### src/spq_consts.svh
// Purpose: constants of the spi register command port
// Assumes: core clock of 250 MHz
// Notes:   offsets are apb byte addresses
`ifndef SPQ_CONSTS_SVH
`define SPQ_CONSTS_SVH
`define SPQ_OFF_OPTIONS      12'h000
`define SPQ_OFF_TIMEOUT      12'h004
`define SPQ_OFF_STATUS       12'h008
`define SPQ_OPT_CSUM_BIT     0
`define SPQ_STAT_DONE_BIT    0
`define SPQ_STAT_BUSY_BIT    1
`define SPQ_STAT_DROP_BIT    2
`define SPQ_TIMEOUT_MS_RST   16'h0140
`define SPQ_ECHO_FIRST       8'hc1
`define SPQ_ECHO_SECOND      8'hc2
`define SPQ_ACK_BYTE         8'h41
`define SPQ_NAK_BYTE         8'h4e
`define SPQ_CSUM_POLY        8'h31
`define SPQ_OP_READ          2'h0
`define SPQ_OP_WRITE         2'h2
`define SPQ_CLK_MHZ          250
`define SPQ_MS_CYCLES        (`SPQ_CLK_MHZ * 1000)
`endif

### src/spq_pkg.sv
// Purpose: types of the spi register command port
// Assumes: nothing
// Notes:   register requests leave the block as one packed struct
package spq_pkg;
    typedef enum logic [2:0] {
        ST_HDR0, ST_HDR1, ST_WDATA, ST_WCSUM, ST_WSYNC, ST_RSYNC, ST_RDATA, ST_DROP
    } spq_state_e;
    typedef struct packed {
        logic        write;
        logic [1:0]  size;
        logic [11:0] addr;
        logic [63:0] wdata;
    } spq_req_s;
endpackage

### src/spq_spi_cmd.sv
// Purpose: slave side of the spi register command protocol with apb control
// Assumes: spi mode 0, master bytes spaced widely against core_clk
// Notes:   register access leaves through a request/ack port to the core
//
// Notes on behaviour
// - header byte one bits 7:6: 00 read, 10 write, others reserved
// - header bits 5:4 size: 1, 2, 4 or 8 bytes
// - address high nibble in byte one, low byte in byte two
// - device shifts out 0xc1 then 0xc2 during the header
// - write data and checksum bytes are answered with 0x41
// - values travel least significant byte first
// - sync bytes answer 0x4e while busy, 0x41 when done
// - timeout count starts after byte one of the header
// - timeout count stops and clears after the last transaction byte
// - count past the limit drops the transaction back to idle
// - timeout limit programmable, default 320 ms
// - master appends checksum to writes, device to reads
// - checksum byte only expected while checksum enable is set
// - crc8 poly x8+x5+x4+1 over header and data, not sync
// - write with a wrong checksum updates nothing
// - length comes only from size field and checksum enable
// - extra bytes ignored while busy, else start a new header
// - too few bytes: wait for timeout, then drop
// - compute done set by hardware, cleared only by the master
// - read sends 0x4e bytes then one 0x41 before data
// - next header accepted right after final ack, no select toggle
//
// Implementation choices: the address map and the APB interface to the registers.
`timescale 1ns/1ns
`default_nettype none
`include "spq_consts.svh"
module spq_spi_cmd #(
    parameter int unsigned MS_CYCLES = `SPQ_MS_CYCLES
) (
    // clock and reset
    input  wire logic              core_clk,
    input  wire logic              resetn,
    // apb slave
    input  wire logic              psel,
    input  wire logic              penable,
    input  wire logic              pwrite,
    input  wire logic [11:0]       paddr,
    input  wire logic [31:0]       pwdata,
    output var  logic [31:0]       prdata,
    output var  logic              pready,
    output var  logic              pslverr,
    // spi pins
    input  wire logic              sclk,
    input  wire logic              csN,
    input  wire logic              mosi,
    output var  logic              miso,
    output var  logic              misoOe,
    // core register port
    output var  spq_pkg::spq_req_s regReq,
    output var  logic              regReqValid,
    input  wire logic              regAck,
    input  wire logic [63:0]       regRdata,
    // compute engine
    input  wire logic              computeDone
);
    import spq_pkg::*;

    function automatic logic [7:0] crcByte(input logic [7:0] crc, input logic [7:0] b);
        logic [7:0] c;
        c = crc ^ b;
        for (int i = 0; i < 8; i++) begin
            c = c[7] ? ((c << 1) ^ `SPQ_CSUM_POLY) : (c << 1);
        end
        return c;
    endfunction

    function automatic logic [1:0] regSel(input logic [11:0] a);
        case (a)
            `SPQ_OFF_OPTIONS: regSel = 2'h1;
            `SPQ_OFF_TIMEOUT: regSel = 2'h2;
            `SPQ_OFF_STATUS:  regSel = 2'h3;
            default:          regSel = 2'h0;
        endcase
    endfunction

    // apb and configuration
    logic [31:0] prdataFf;
    logic        preadyFf;
    logic        pslverrFf;
    logic        csumEnFf;
    logic [15:0] limitMsFf;
    logic        doneFlagFf;
    logic        dropSeenFf;
    // spi synchronisers
    logic        sclkS1Ff, sclkS2Ff, sclkS3Ff;
    logic        csS1Ff, csS2Ff;
    logic        mosiS1Ff, mosiS2Ff;
    // byte engine
    logic [2:0]  bitCntFf;
    logic [6:0]  rxShiftFf;
    logic [7:0]  txByteFf;
    logic        misoFf;
    logic        misoOeFf;
    // protocol
    spq_state_e  stateFf;
    logic [1:0]  opFf;
    logic [1:0]  sizeFf;
    logic [3:0]  addrHiFf;
    logic [2:0]  idxFf;
    logic [63:0] dataFf;
    logic [7:0]  crcFf;
    logic        reqPendFf;
    logic        ackSentFf;
    spq_req_s    reqFf;
    logic        reqValidFf;
    logic        timingFf;
    logic [31:0] preFf;
    logic [15:0] msCntFf;

    logic        apbAccess;
    logic        apbDone;
    logic        rise;
    logic        byteDone;
    logic [7:0]  rxByte;
    logic        lastData;
    logic        timeout;
    logic        endTxn;
    logic        startTime;

    assign apbAccess = psel & penable & ~preadyFf;
    assign apbDone   = psel & penable & preadyFf;
    assign rise      = sclkS2Ff & ~sclkS3Ff;
    assign byteDone  = rise & ~csS2Ff & (bitCntFf == 3'h7);
    assign rxByte    = {rxShiftFf, mosiS2Ff};
    assign lastData  = (idxFf == 3'((4'h1 << sizeFf) - 4'h1));
    assign timeout   = timingFf && (msCntFf > limitMsFf);
    assign startTime = byteDone && (stateFf == ST_HDR0);

    // end of transaction: last data or checksum byte of the frame
    always_comb begin
        endTxn = 1'b0;
        if (byteDone) begin
            case (stateFf)
                ST_WDATA: endTxn = lastData && !csumEnFf;
                ST_WCSUM: endTxn = 1'b1;
                ST_RDATA: endTxn = !ackSentFf || (lastData && !csumEnFf);
                default:  endTxn = 1'b0;
            endcase
        end
    end

    // apb slave: one wait state, pready from a flop
    always_ff @(posedge core_clk) begin
        if (!resetn) begin
            preadyFf  <= 1'b0;
            pslverrFf <= 1'b0;
            prdataFf  <= 32'h0;
        end else begin
            preadyFf  <= apbAccess;
            pslverrFf <= apbAccess && (regSel(paddr) == 2'h0);
            if (apbAccess && !pwrite) begin
                case (regSel(paddr))
                    2'h1:    prdataFf <= {31'h0, csumEnFf};
                    2'h2:    prdataFf <= {16'h0, limitMsFf};
                    2'h3:    prdataFf <= {29'h0, dropSeenFf, stateFf != ST_HDR0, doneFlagFf};
                    default: prdataFf <= 32'h0;
                endcase
            end
        end
    end

    always_ff @(posedge core_clk) begin
        if (!resetn) begin
            csumEnFf  <= 1'b0;
            limitMsFf <= `SPQ_TIMEOUT_MS_RST;
        end else if (apbDone && pwrite) begin
            if (regSel(paddr) == 2'h1) begin
                csumEnFf <= pwdata[`SPQ_OPT_CSUM_BIT];
            end
            if (regSel(paddr) == 2'h2) begin
                limitMsFf <= pwdata[15:0];
            end
        end
    end

    // sticky flags: write one to clear, a new event wins over the clear
    always_ff @(posedge core_clk) begin
        if (!resetn) begin
            doneFlagFf <= 1'b0;
            dropSeenFf <= 1'b0;
        end else begin
            if (computeDone) begin
                doneFlagFf <= 1'b1;
            end else if (apbDone && pwrite && regSel(paddr) == 2'h3
                         && pwdata[`SPQ_STAT_DONE_BIT]) begin
                doneFlagFf <= 1'b0;
            end
            if (timeout) begin
                dropSeenFf <= 1'b1;
            end else if (apbDone && pwrite && regSel(paddr) == 2'h3
                         && pwdata[`SPQ_STAT_DROP_BIT]) begin
                dropSeenFf <= 1'b0;
            end
        end
    end

    // two flops on every pin; edge detect reads only the second and third
    always_ff @(posedge core_clk) begin
        if (!resetn) begin
            {sclkS1Ff, sclkS2Ff, sclkS3Ff} <= 3'h0;
            {csS1Ff, csS2Ff}               <= 2'h3;
            {mosiS1Ff, mosiS2Ff}           <= 2'h0;
        end else begin
            sclkS1Ff <= sclk;
            sclkS2Ff <= sclkS1Ff;
            sclkS3Ff <= sclkS2Ff;
            csS1Ff   <= csN;
            csS2Ff   <= csS1Ff;
            mosiS1Ff <= mosi;
            mosiS2Ff <= mosiS1Ff;
        end
    end

    // bit shifter; miso changes just after the sampling edge, mode 0
    always_ff @(posedge core_clk) begin
        if (!resetn) begin
            bitCntFf  <= 3'h0;
            rxShiftFf <= 7'h0;
            misoFf    <= 1'b0;
            misoOeFf  <= 1'b0;
        end else begin
            misoOeFf <= ~csS2Ff;
            misoFf   <= txByteFf[3'h7 - bitCntFf];
            if (csS2Ff) begin
                bitCntFf <= 3'h0;
            end else if (rise) begin
                bitCntFf  <= bitCntFf + 3'h1;
                rxShiftFf <= rxByte[6:0];
            end
        end
    end

    // timeout: millisecond prescaler and millisecond count
    always_ff @(posedge core_clk) begin
        if (!resetn) begin
            timingFf <= 1'b0;
            preFf    <= 32'h0;
            msCntFf  <= 16'h0;
        end else if (startTime) begin
            timingFf <= 1'b1;
            preFf    <= 32'h0;
            msCntFf  <= 16'h0;
        end else if (endTxn || timeout) begin
            timingFf <= 1'b0;
            preFf    <= 32'h0;
            msCntFf  <= 16'h0;
        end else if (timingFf) begin
            if (preFf == MS_CYCLES - 1) begin
                preFf   <= 32'h0;
                msCntFf <= msCntFf + 16'h1;
            end else begin
                preFf <= preFf + 32'h1;
            end
        end
    end

    // core register request: held until the core acknowledges
    always_ff @(posedge core_clk) begin
        if (!resetn) begin
            reqValidFf <= 1'b0;
            reqFf      <= '0;
        end else if (reqValidFf) begin
            if (regAck) begin
                reqValidFf <= 1'b0;
            end
        end else if (byteDone && stateFf == ST_HDR1) begin
            // writes need the address too; only a read is issued from the header
            reqValidFf <= (opFf == `SPQ_OP_READ);
            reqFf      <= '{write: 1'b0, size: sizeFf, addr: {addrHiFf, rxByte},
                            wdata: 64'h0};
        end else if (byteDone && stateFf == ST_WDATA && lastData && !csumEnFf) begin
            reqValidFf <= 1'b1;
            reqFf.write <= 1'b1;
            reqFf.wdata <= dataFf | (64'(rxByte) << {idxFf, 3'h0});
        end else if (byteDone && stateFf == ST_WCSUM && rxByte == crcFf) begin
            reqValidFf  <= 1'b1;
            reqFf.write <= 1'b1;
            reqFf.wdata <= dataFf;
        end
    end

    // protocol state and reply byte
    always_ff @(posedge core_clk) begin
        if (!resetn) begin
            stateFf   <= ST_HDR0;
            txByteFf  <= `SPQ_ECHO_FIRST;
            opFf      <= 2'h0;
            sizeFf    <= 2'h0;
            addrHiFf  <= 4'h0;
            idxFf     <= 3'h0;
            dataFf    <= 64'h0;
            crcFf     <= 8'h0;
            reqPendFf <= 1'b0;
            ackSentFf <= 1'b0;
        end else if (timeout) begin
            stateFf  <= ST_HDR0;
            txByteFf <= `SPQ_ECHO_FIRST;
        end else begin
            if (reqValidFf && regAck) begin
                reqPendFf <= 1'b0;
                if (!reqFf.write) begin
                    dataFf <= regRdata;
                end
            end
            if (byteDone) begin
                case (stateFf)
                    ST_HDR0: begin
                        opFf     <= rxByte[7:6];
                        sizeFf   <= rxByte[5:4];
                        addrHiFf <= rxByte[3:0];
                        crcFf    <= crcByte(8'h0, rxByte);
                        txByteFf <= `SPQ_ECHO_SECOND;
                        stateFf  <= ST_HDR1;
                    end
                    ST_HDR1: begin
                        crcFf <= crcByte(crcFf, rxByte);
                        idxFf <= 3'h0;
                        dataFf <= 64'h0;
                        ackSentFf <= 1'b0;
                        if (opFf == `SPQ_OP_WRITE) begin
                            txByteFf <= `SPQ_ACK_BYTE;
                            stateFf  <= ST_WDATA;
                        end else if (opFf == `SPQ_OP_READ) begin
                            reqPendFf <= 1'b1;
                            txByteFf  <= `SPQ_NAK_BYTE;
                            stateFf   <= ST_RSYNC;
                        end else begin
                            txByteFf <= `SPQ_NAK_BYTE;
                            stateFf  <= ST_DROP;
                        end
                    end
                    ST_WDATA: begin
                        dataFf <= dataFf | (64'(rxByte) << {idxFf, 3'h0});
                        crcFf  <= crcByte(crcFf, rxByte);
                        idxFf  <= idxFf + 3'h1;
                        if (!lastData) begin
                            txByteFf <= `SPQ_ACK_BYTE;
                        end else if (csumEnFf) begin
                            txByteFf <= `SPQ_ACK_BYTE;
                            stateFf  <= ST_WCSUM;
                        end else begin
                            reqPendFf <= 1'b1;
                            txByteFf  <= `SPQ_NAK_BYTE;
                            stateFf   <= ST_WSYNC;
                        end
                    end
                    ST_WCSUM: begin
                        reqPendFf <= (rxByte == crcFf);
                        txByteFf  <= (rxByte == crcFf) ? `SPQ_NAK_BYTE
                                                       : `SPQ_ACK_BYTE;
                        stateFf   <= ST_WSYNC;
                    end
                    ST_WSYNC: begin
                        // byte content is ignored while the write is busy
                        if (txByteFf == `SPQ_ACK_BYTE) begin
                            txByteFf <= `SPQ_ECHO_FIRST;
                            stateFf  <= ST_HDR0;
                        end else if (!reqPendFf) begin
                            txByteFf <= `SPQ_ACK_BYTE;
                        end
                    end
                    ST_RSYNC: begin
                        if (ackSentFf) begin
                            txByteFf <= dataFf[7:0];
                            crcFf    <= crcByte(crcFf, dataFf[7:0]);
                            idxFf    <= 3'h0;
                            stateFf  <= ST_RDATA;
                        end else if (!reqPendFf) begin
                            txByteFf  <= `SPQ_ACK_BYTE;
                            ackSentFf <= 1'b1;
                        end
                    end
                    ST_RDATA: begin
                        idxFf <= idxFf + 3'h1;
                        if (!ackSentFf) begin
                            txByteFf <= `SPQ_ECHO_FIRST;                      // checksum sent
                            stateFf  <= ST_HDR0;
                        end else if (!lastData) begin
                            txByteFf <= dataFf[{idxFf + 3'h1, 3'h0} +: 8];
                            crcFf    <= crcByte(crcFf, dataFf[{idxFf + 3'h1, 3'h0} +: 8]);
                        end else if (csumEnFf) begin
                            txByteFf <= crcFf;
                            ackSentFf <= 1'b0;                                // checksum byte next
                        end else begin
                            txByteFf <= `SPQ_ECHO_FIRST;
                            stateFf  <= ST_HDR0;
                        end
                    end
                    ST_DROP: txByteFf <= `SPQ_NAK_BYTE;
                    default: stateFf  <= ST_HDR0;
                endcase
            end
        end
    end

    assign prdata      = prdataFf;
    assign pready      = preadyFf;
    assign pslverr     = pslverrFf;
    assign miso        = misoFf;
    assign misoOe      = misoOeFf;
    assign regReq      = reqFf;
    assign regReqValid = reqValidFf;
endmodule // spq_spi_cmd
`default_nettype wire

### config.mk
export PLATFORM = sky130hd
export DESIGN_NAME = spq_spi_cmd
export DESIGN_NICKNAME = d
export VERILOG_FILES = /design/src/spq_pkg.sv /design/src/spq_spi_cmd.sv
export VERILOG_INCLUDE_DIRS = /design/src
export SDC_FILE = /design/constraint.sdc
export NUM_CORES = 1
export LEC_CHECK = 0
export ABC_AREA = 0
export BUFFER_PORTS_ARGS = -buffer_cell sky130_fd_sc_hd__clkbuf_2
export CORE_ASPECT_RATIO = 0.5
export CORE_MARGIN = 8
export CORE_UTILIZATION = 52
export DETAILED_ROUTE_END_ITERATION = 12
export GPL_TIMING_DRIVEN = 0
export PLACE_DENSITY = 0.75
export SLEW_MARGIN = 20
export SYNTH_ARGS = -nofsm -noshare
export SYNTH_HDL_FRONTEND = slang
export SYNTH_SLANG_ARGS = --single-unit
### constraint.sdc
create_clock -name core_clk -period 2.84 [get_ports core_clk]
set_input_delay 0.568 -clock core_clk [delete_from_list [all_inputs] [get_ports core_clk]]
set_output_delay 0.568 -clock core_clk [all_outputs]
set_load 0.1 [all_outputs]
Word level (Yosys, flattened, before mapping)
Index checks and enable logic that the tools add are counted.
{ "op_classes": {"n_eq_ne": 29, "mux": 109, "n_shift": 3, "reduce_logical": 51, "add_sub_neg": 6, "n_bitwise": 48, "magnitude_cmp": 2} }
{ "op_table": {"columns": ["cell", "n"], "rows": [
  ["two-way mux 64 bit", 6],
  ["two-way mux 6 bit", 32],
  ["one-hot mux 64 bit (2 select lines)", 1],
  ["NOT 3 bit", 32],
  ["two-way mux 8 bit", 9],
  ["OR 64 bit", 1],
  ["one-hot mux 8 bit (8 select lines)", 1],
  ["variable part select 64 x 7 -> 8 bit", 1],
  ["left shift 8 x 6 -> 64 bit", 1],
  ["one-hot mux 16 bit (3 select lines)", 1],
  ["adder 32 x 1 -> 32 bit (second input constant)", 1],
  ["equality test 32 x 18 -> 1 bit (second input constant)", 1],
  ["two-way mux 32 bit", 1],
  ["one-hot mux 8 bit (4 select lines)", 1],
  ["two-way mux 1 bit", 27],
  ["two-way mux 3 bit", 9],
  ["bitwise XOR 8 bit", 3],
  ["one-hot mux 3 bit (7 select lines)", 1],
  ["two-way mux 2 bit", 10],
  ["logical AND 1 bit", 17],
  ["adder 16 x 1 -> 16 bit (second input constant)", 1],
  ["greater-than comparator 16 bit", 1],
  ["two-way mux 4 bit", 4],
  ["equality test 3 bit (second input constant)", 5],
  ["38 further kinds", 81]
]} }
{ "totals": {"in_bits": 118, "elab_cells": 284, "register_bits": 297} }

Depth between registers and ports, before layout
{ "logic_depth": {"depth_word": 22, "depth_mapped": 11} }

Least setup slack after synthesis
OpenSTA, ideal clock, no wires.
{ "synth_timing": {"kind": "register -> register", "from": "reg idxFf[1]", "to": "reg crcFf[5]", "stages_incl_launch_ff": 10, "t_arrival_ns": 2.559, "slack_ns": 0.145, "path_cell_list": "dfxtp_1 > ha_1 > buf_2 > mux4_2 > mux2_4 > xnor3_1 > xnor2_2 > xnor2_1 > a211oi_1 > a211oi_1"} }
{ "synth_via": {"elab_chain_cells": 15, "word_cells_on_any_way": 24} }
{ "synth_rtl": {"columns": ["item", "line_no", "rtl"], "rows": [
  ["start: declaration", "spq_spi_cmd.sv:104", "logic [2:0] idxFf;"],
  ["start signal: assignment", "spq_spi_cmd.sv:340", "idxFf <= idxFf + 3'h1;"],
  ["start signal: assignment", "spq_spi_cmd.sv:379", "idxFf <= idxFf + 3'h1;"],
  ["adder 3 x 1 -> 3 bit", "spq_spi_cmd.sv:385", "crcFf <= crcByte(crcFf, dataFf[{idxFf + 3'h1, 3'h0} +: 8]);"],
  ["variable part select 64 x 7 -> 8 bit", "spq_spi_cmd.sv:385", null],
  ["bitwise XOR 8 bit", "spq_spi_cmd.sv:65", "c = crc ^ b;"],
  ["two-way mux 6 bit (2 in series)", "spq_spi_cmd.sv:67", "c = c[7] ? ((c << 1) ^ `SPQ_CSUM_POLY) : (c << 1);"],
  ["NOT 3 bit (no line)", null, null],
  ["two-way mux 6 bit", "spq_spi_cmd.sv:67", null],
  ["NOT 3 bit (no line)", null, null],
  ["two-way mux 6 bit (2 in series)", "spq_spi_cmd.sv:67", null],
  ["NOT 3 bit (no line)", null, null],
  ["two-way mux 6 bit", "spq_spi_cmd.sv:67", null],
  ["two-way mux 8 bit", "spq_spi_cmd.sv:383", "end else if (!lastData) begin"],
  ["two-way mux 8 bit", "spq_spi_cmd.sv:380", "if (!ackSentFf) begin"],
  ["one-hot mux 8 bit (4 select lines)", "spq_spi_cmd.sv:311", "case (stateFf)"],
  ["end signal: assignment", "spq_spi_cmd.sv:316", "crcFf <= crcByte(8'h0, rxByte);"],
  ["end signal: assignment", "spq_spi_cmd.sv:321", "crcFf <= crcByte(crcFf, rxByte);"],
  ["end signal: assignment", "spq_spi_cmd.sv:385", null],
  ["end: declaration", "spq_spi_cmd.sv:106", "logic [7:0] crcFf;"]
]} }
Several ways; a longest one is shown, not always the timed one. The select of a mux whose other input is x is not followed.
A chain may end at the register's enable or synchronous reset.

Worst setup path after layout
{ "layout_timing": {"from": "reg idxFf[1]", "to": "reg crcFf[6]"} }
{ "layout_via": {"elab_chain_cells": 14, "word_cells_on_any_way": 22} }
{ "layout_rtl": {"columns": ["item", "line_no"], "rows": [
  ["adder 3 x 1 -> 3 bit", "spq_spi_cmd.sv:385"],
  ["variable part select 64 x 7 -> 8 bit", "spq_spi_cmd.sv:385"],
  ["bitwise XOR 8 bit", "spq_spi_cmd.sv:65"],
  ["two-way mux 6 bit", "spq_spi_cmd.sv:67"],
  ["two-way mux 6 bit / NOT 3 bit (equally long branches)", null],
  ["two-way mux 6 bit", "spq_spi_cmd.sv:67"],
  ["two-way mux 6 bit / NOT 3 bit (equally long branches)", null],
  ["NOT 3 bit (no line) / two-way mux 6 bit (equally long branches)", null],
  ["two-way mux 6 bit", "spq_spi_cmd.sv:67"],
  ["NOT 3 bit (no line)", null],
  ["two-way mux 6 bit", "spq_spi_cmd.sv:67"],
  ["two-way mux 8 bit", "spq_spi_cmd.sv:383"],
  ["two-way mux 8 bit", "spq_spi_cmd.sv:380"],
  ["one-hot mux 8 bit (4 select lines)", "spq_spi_cmd.sv:311"]
]} }
Several ways; a longest one is shown, not always the timed one. The select of a mux whose other input is x is not followed.

==> results.toml <==
[status]
outcome = "finished clean"

[synthesis]
ys_seq_area_share_pct = 38.8
synth_top_cell_by_area = "dfxtp_1"
yosysWarnings = 0
synthCells = 1756
synth_edf_count = 0
synth_top_area_share_pct = 38.8
synth.avg_cell_area_um2 = 8.25
async_flop_share_pct = 0
synth_cell_type_count = 69
synth_area_um2 = 14500
synthTopCellsByArea = "dfxtp_1 (39%), a21oi_1 (6.6%), nand2_1 (5.5%)"
ys.flop_type = "dfxtp_1"
ys_ff_latch = 281

[hold_path]
hp-class = "in2reg"
hp-start = "sclk"

[clock_network]
cts_tree = "done"
cts_root_buffer = "clkbuf_16"
cts_buffer_depth = 3
cts.htree.levels = 1
cts_hold_buf = 0
cts_buffers = 25
clk_pin_slew_ns = 0.08
clk_latency_ns = 0.55
clock-sinks = 281

[routing]
drt_iter0_drc = 1732
vias = 14600
wire_per_inst_um = 22.5
dr.pass1.iters = 5
vias_per_cell = 6.05
drc = 0
finalWirelength_um = 54400
ant_nets = 0

[timing]
hold_viol = 0
tightest_slew_ns = 0.965
report.final.slew_viol_count = 0
slew_headroom_pct = 35.7
fmax_mhz = 358
fin_hold_ws_ns = 0.236
fin_worst_skew_ns = 0.0169
period_needed_ns = 2.79
finalSetupViolations = 0
rsz0062_at_grt = "true"
min_period_over_period_pct = 98.3

[die]
core_um2 = 27500
ios = 234
die_h_um = 134
fp-row-count = 43
die_w_um = 252
dieArea_um2 = 33800
start_util_pct = 52.6

[power_and_ir_drop]
power.leakage_nw = 6.49
power_density_nw_per_um2 = 446
max-vdd-ir-drop_uv = 410

[layout]
syn2layout_area_growth_pct = 20.9
stdcell_area_um2 = 17500
diodes = 0
fill_cells = 2481
layout_common_cells = "dfxtp_1 (278), clkbuf_2 (210), nand2_1 (208)"
final_net_count = 2160
layout.cells.most_common = "dfxtp_1"
drive_gt1_share_pct = 19.7

[placement]
postPlaceCellArea_um2 = 16000
gp_congestion = 1.07
portBuffers = 201
dpl.hpwl_um = 39900

[grt]
grt_pass1_vias = 13500
grt_use_met1_pct = 41.5
grt_max_degree = 16
track_usage_pct = 30.2
grtUsageMet3_pct = 7.26
grt_pass1_wl_um = 80600
grt_overflow_total = 0
busiest_layer = "met2"
grt.met2_usage_pct = 45.4
antenna_found_initial = 0

[setup_path]
critPathMaxFanout = 7
worstReg2RegStart = "idxFf[1]$_SDFFE_PN0P_"
end_kind = "flop"
critPathTopFamily = "multiplexers"
criticalPathCategory = "reg2reg"
slowest_delay_ns = 0.51
reg2reg_slack_ns = 0.05
critPathRequiredTime_ns = 3.32
crit_buf_inv = 2
cp_slowest_cell = "mux4_2"
setup.worst_path.start_class = "flop"
worstPathArrival_ns = 3.27
startpoint = "idxFf[1]$_SDFFE_PN0P_"
path_cells = "ha_4 -> buf_12 -> buf_6 -> mux4_2 -> mux2_4 -> xnor3_2 -> xnor2_2 -> xnor2_1 -> a21oi_1 -> o22ai_1"

[job]
max-cap-violations = 0
[repair_timing]
action	4_1_cts	5_1_grt
pin swaps	9	19
cloned	0	2
resized for setup	43	98
setup buffers	13	17
setup endpoints to repair	225	217
[flip-flops by register name (all words and copies together) (netlist names), 4 cells and up]
name / flops
msCntFf: 16
limitMsFf: 16
prdata: 16
addrHiFf: 4
preFf: 32
txByteFf: 8
rxShiftFf: 7
crcFf: 8
dataFf: 64
regReq: 79
[cell type report]
| type | instances | area, µm² | share of cell area [%] |
|---|---|---|---|
| Inverter | 27 | 101 | 0.578 |
| Multi-Input combinational cell | 1310 | 8470 | 48.3 |
| Clock inverter | 5 | 78.8 | 0.450 |
| Timing Repair Buffer | 232 | 1290 | 7.38 |
| Tap cell | 382 | 478 | 2.73 |
| Buffer | 144 | 739 | 4.22 |
| Clock buffer | 36 | 737 | 4.21 |
| Sequential cell | 281 | 5630 | 32.1 |
[metal layers]
| metal | wire, µm | share of wire (%) |
|---|---|---|
| met5 | 0 | 0 |
| met4 | 2300 | 4.2 |
| met3 | 6320 | 12 |
| met2 | 23000 | 42 |
| met1 | 22800 | 42 |
[stage by stage]
step / cells / total power, mW / setup TNS, ns / setup slack, ns / util [%]
global route: 2417 / 7.99 / -0.569 / -0.103 / 63.6
detailed placement: 2354 / 4.38 / -143.57 / -1.18 / 58.2
global placement: 2354 / 4.38 / -146.61 / -1.17 / 58.2
finish: 2417 / 7.81 / 0 / 0.0488 / 63.6
floorplan: 1771 / 4.24 / 0 / 0.145 / -
CTS: 2405 / 7.81 / 0 / 0.00949 / 62.1
[report_power, final]
| group | internal [mW] | leakage (nW) | switching (mW) |
|---|---|---|---|
| logic | 0.0940 | 3.82 | 0.257 |
| registers | 3.94 | 2.27 | 0.00434 |
| clock network | 1.97 | 0.403 | 1.54 |
[worst register-to-register path: cells and delay by family (launching register included)]
kind | cells | cell delay, ns
buf+inv | 2 | 0.21
mux | 2 | 0.83
fa+ha+maj | 1 | 0.27
flops | 1 | 0.36
xor+xnor | 3 | 0.79
compound gates | 2 | 0.26
[cells by family (layout without fill, tap and decap cells)]
family | Yosys count | count (layout) | share of synthesized area (%)
adders and majority gates | 21 | 21 | 1.81
xor gates and xnor gates | 123 | 123 | 8.33
muxes | 60 | 60 | 5.84
AOI/OAI and AO/OA | 474 | 475 | 19.8
DFF | 281 | 281 | 38.8
other | 1 | 16 | 0.0259
and+or+nand+nor | 615 | 615 | 20.1
buffers and inverters | 181 | 444 | 5.27
[final timing paths]
path | endpoint | cells past startpoint
max reg2reg | crcFf[6]$_SDFFE_PN0P_ | 10
min reg2reg | csS2Ff$_SDFF_PN1_ | 1
min | sclkS1Ff$_SDFF_PN0_ | 2
max | crcFf[6]$_SDFFE_PN0P_ | 10
[synth_stat cells (all sizes together) (4+ instances only)]
cell type	count
and2	47
inv	25
nor2	132
a32o	4
nand2b	12
nand2	211
o21ai	131
or3	4
nor4	12
o2111ai	4
nor3	21
a211oi	7
a22oi	15
a22o	68
nor2b	10
xnor3	7
nand3b	5
and3	16
o221ai	4
mux2	4
nand3	101
mux4	18
clkbuf	107
o22ai	7
xnor2	69
o211ai	8
o31ai	4
buf	47
xor2	47
nand4	19
nor3b	4
a21oi	192
nor4b	6
and4	7
a311oi	4
dfxtp	281
ha	21
mux2i	38
o21a	5
Note: power is estimated with default switching activity, not from simulation.
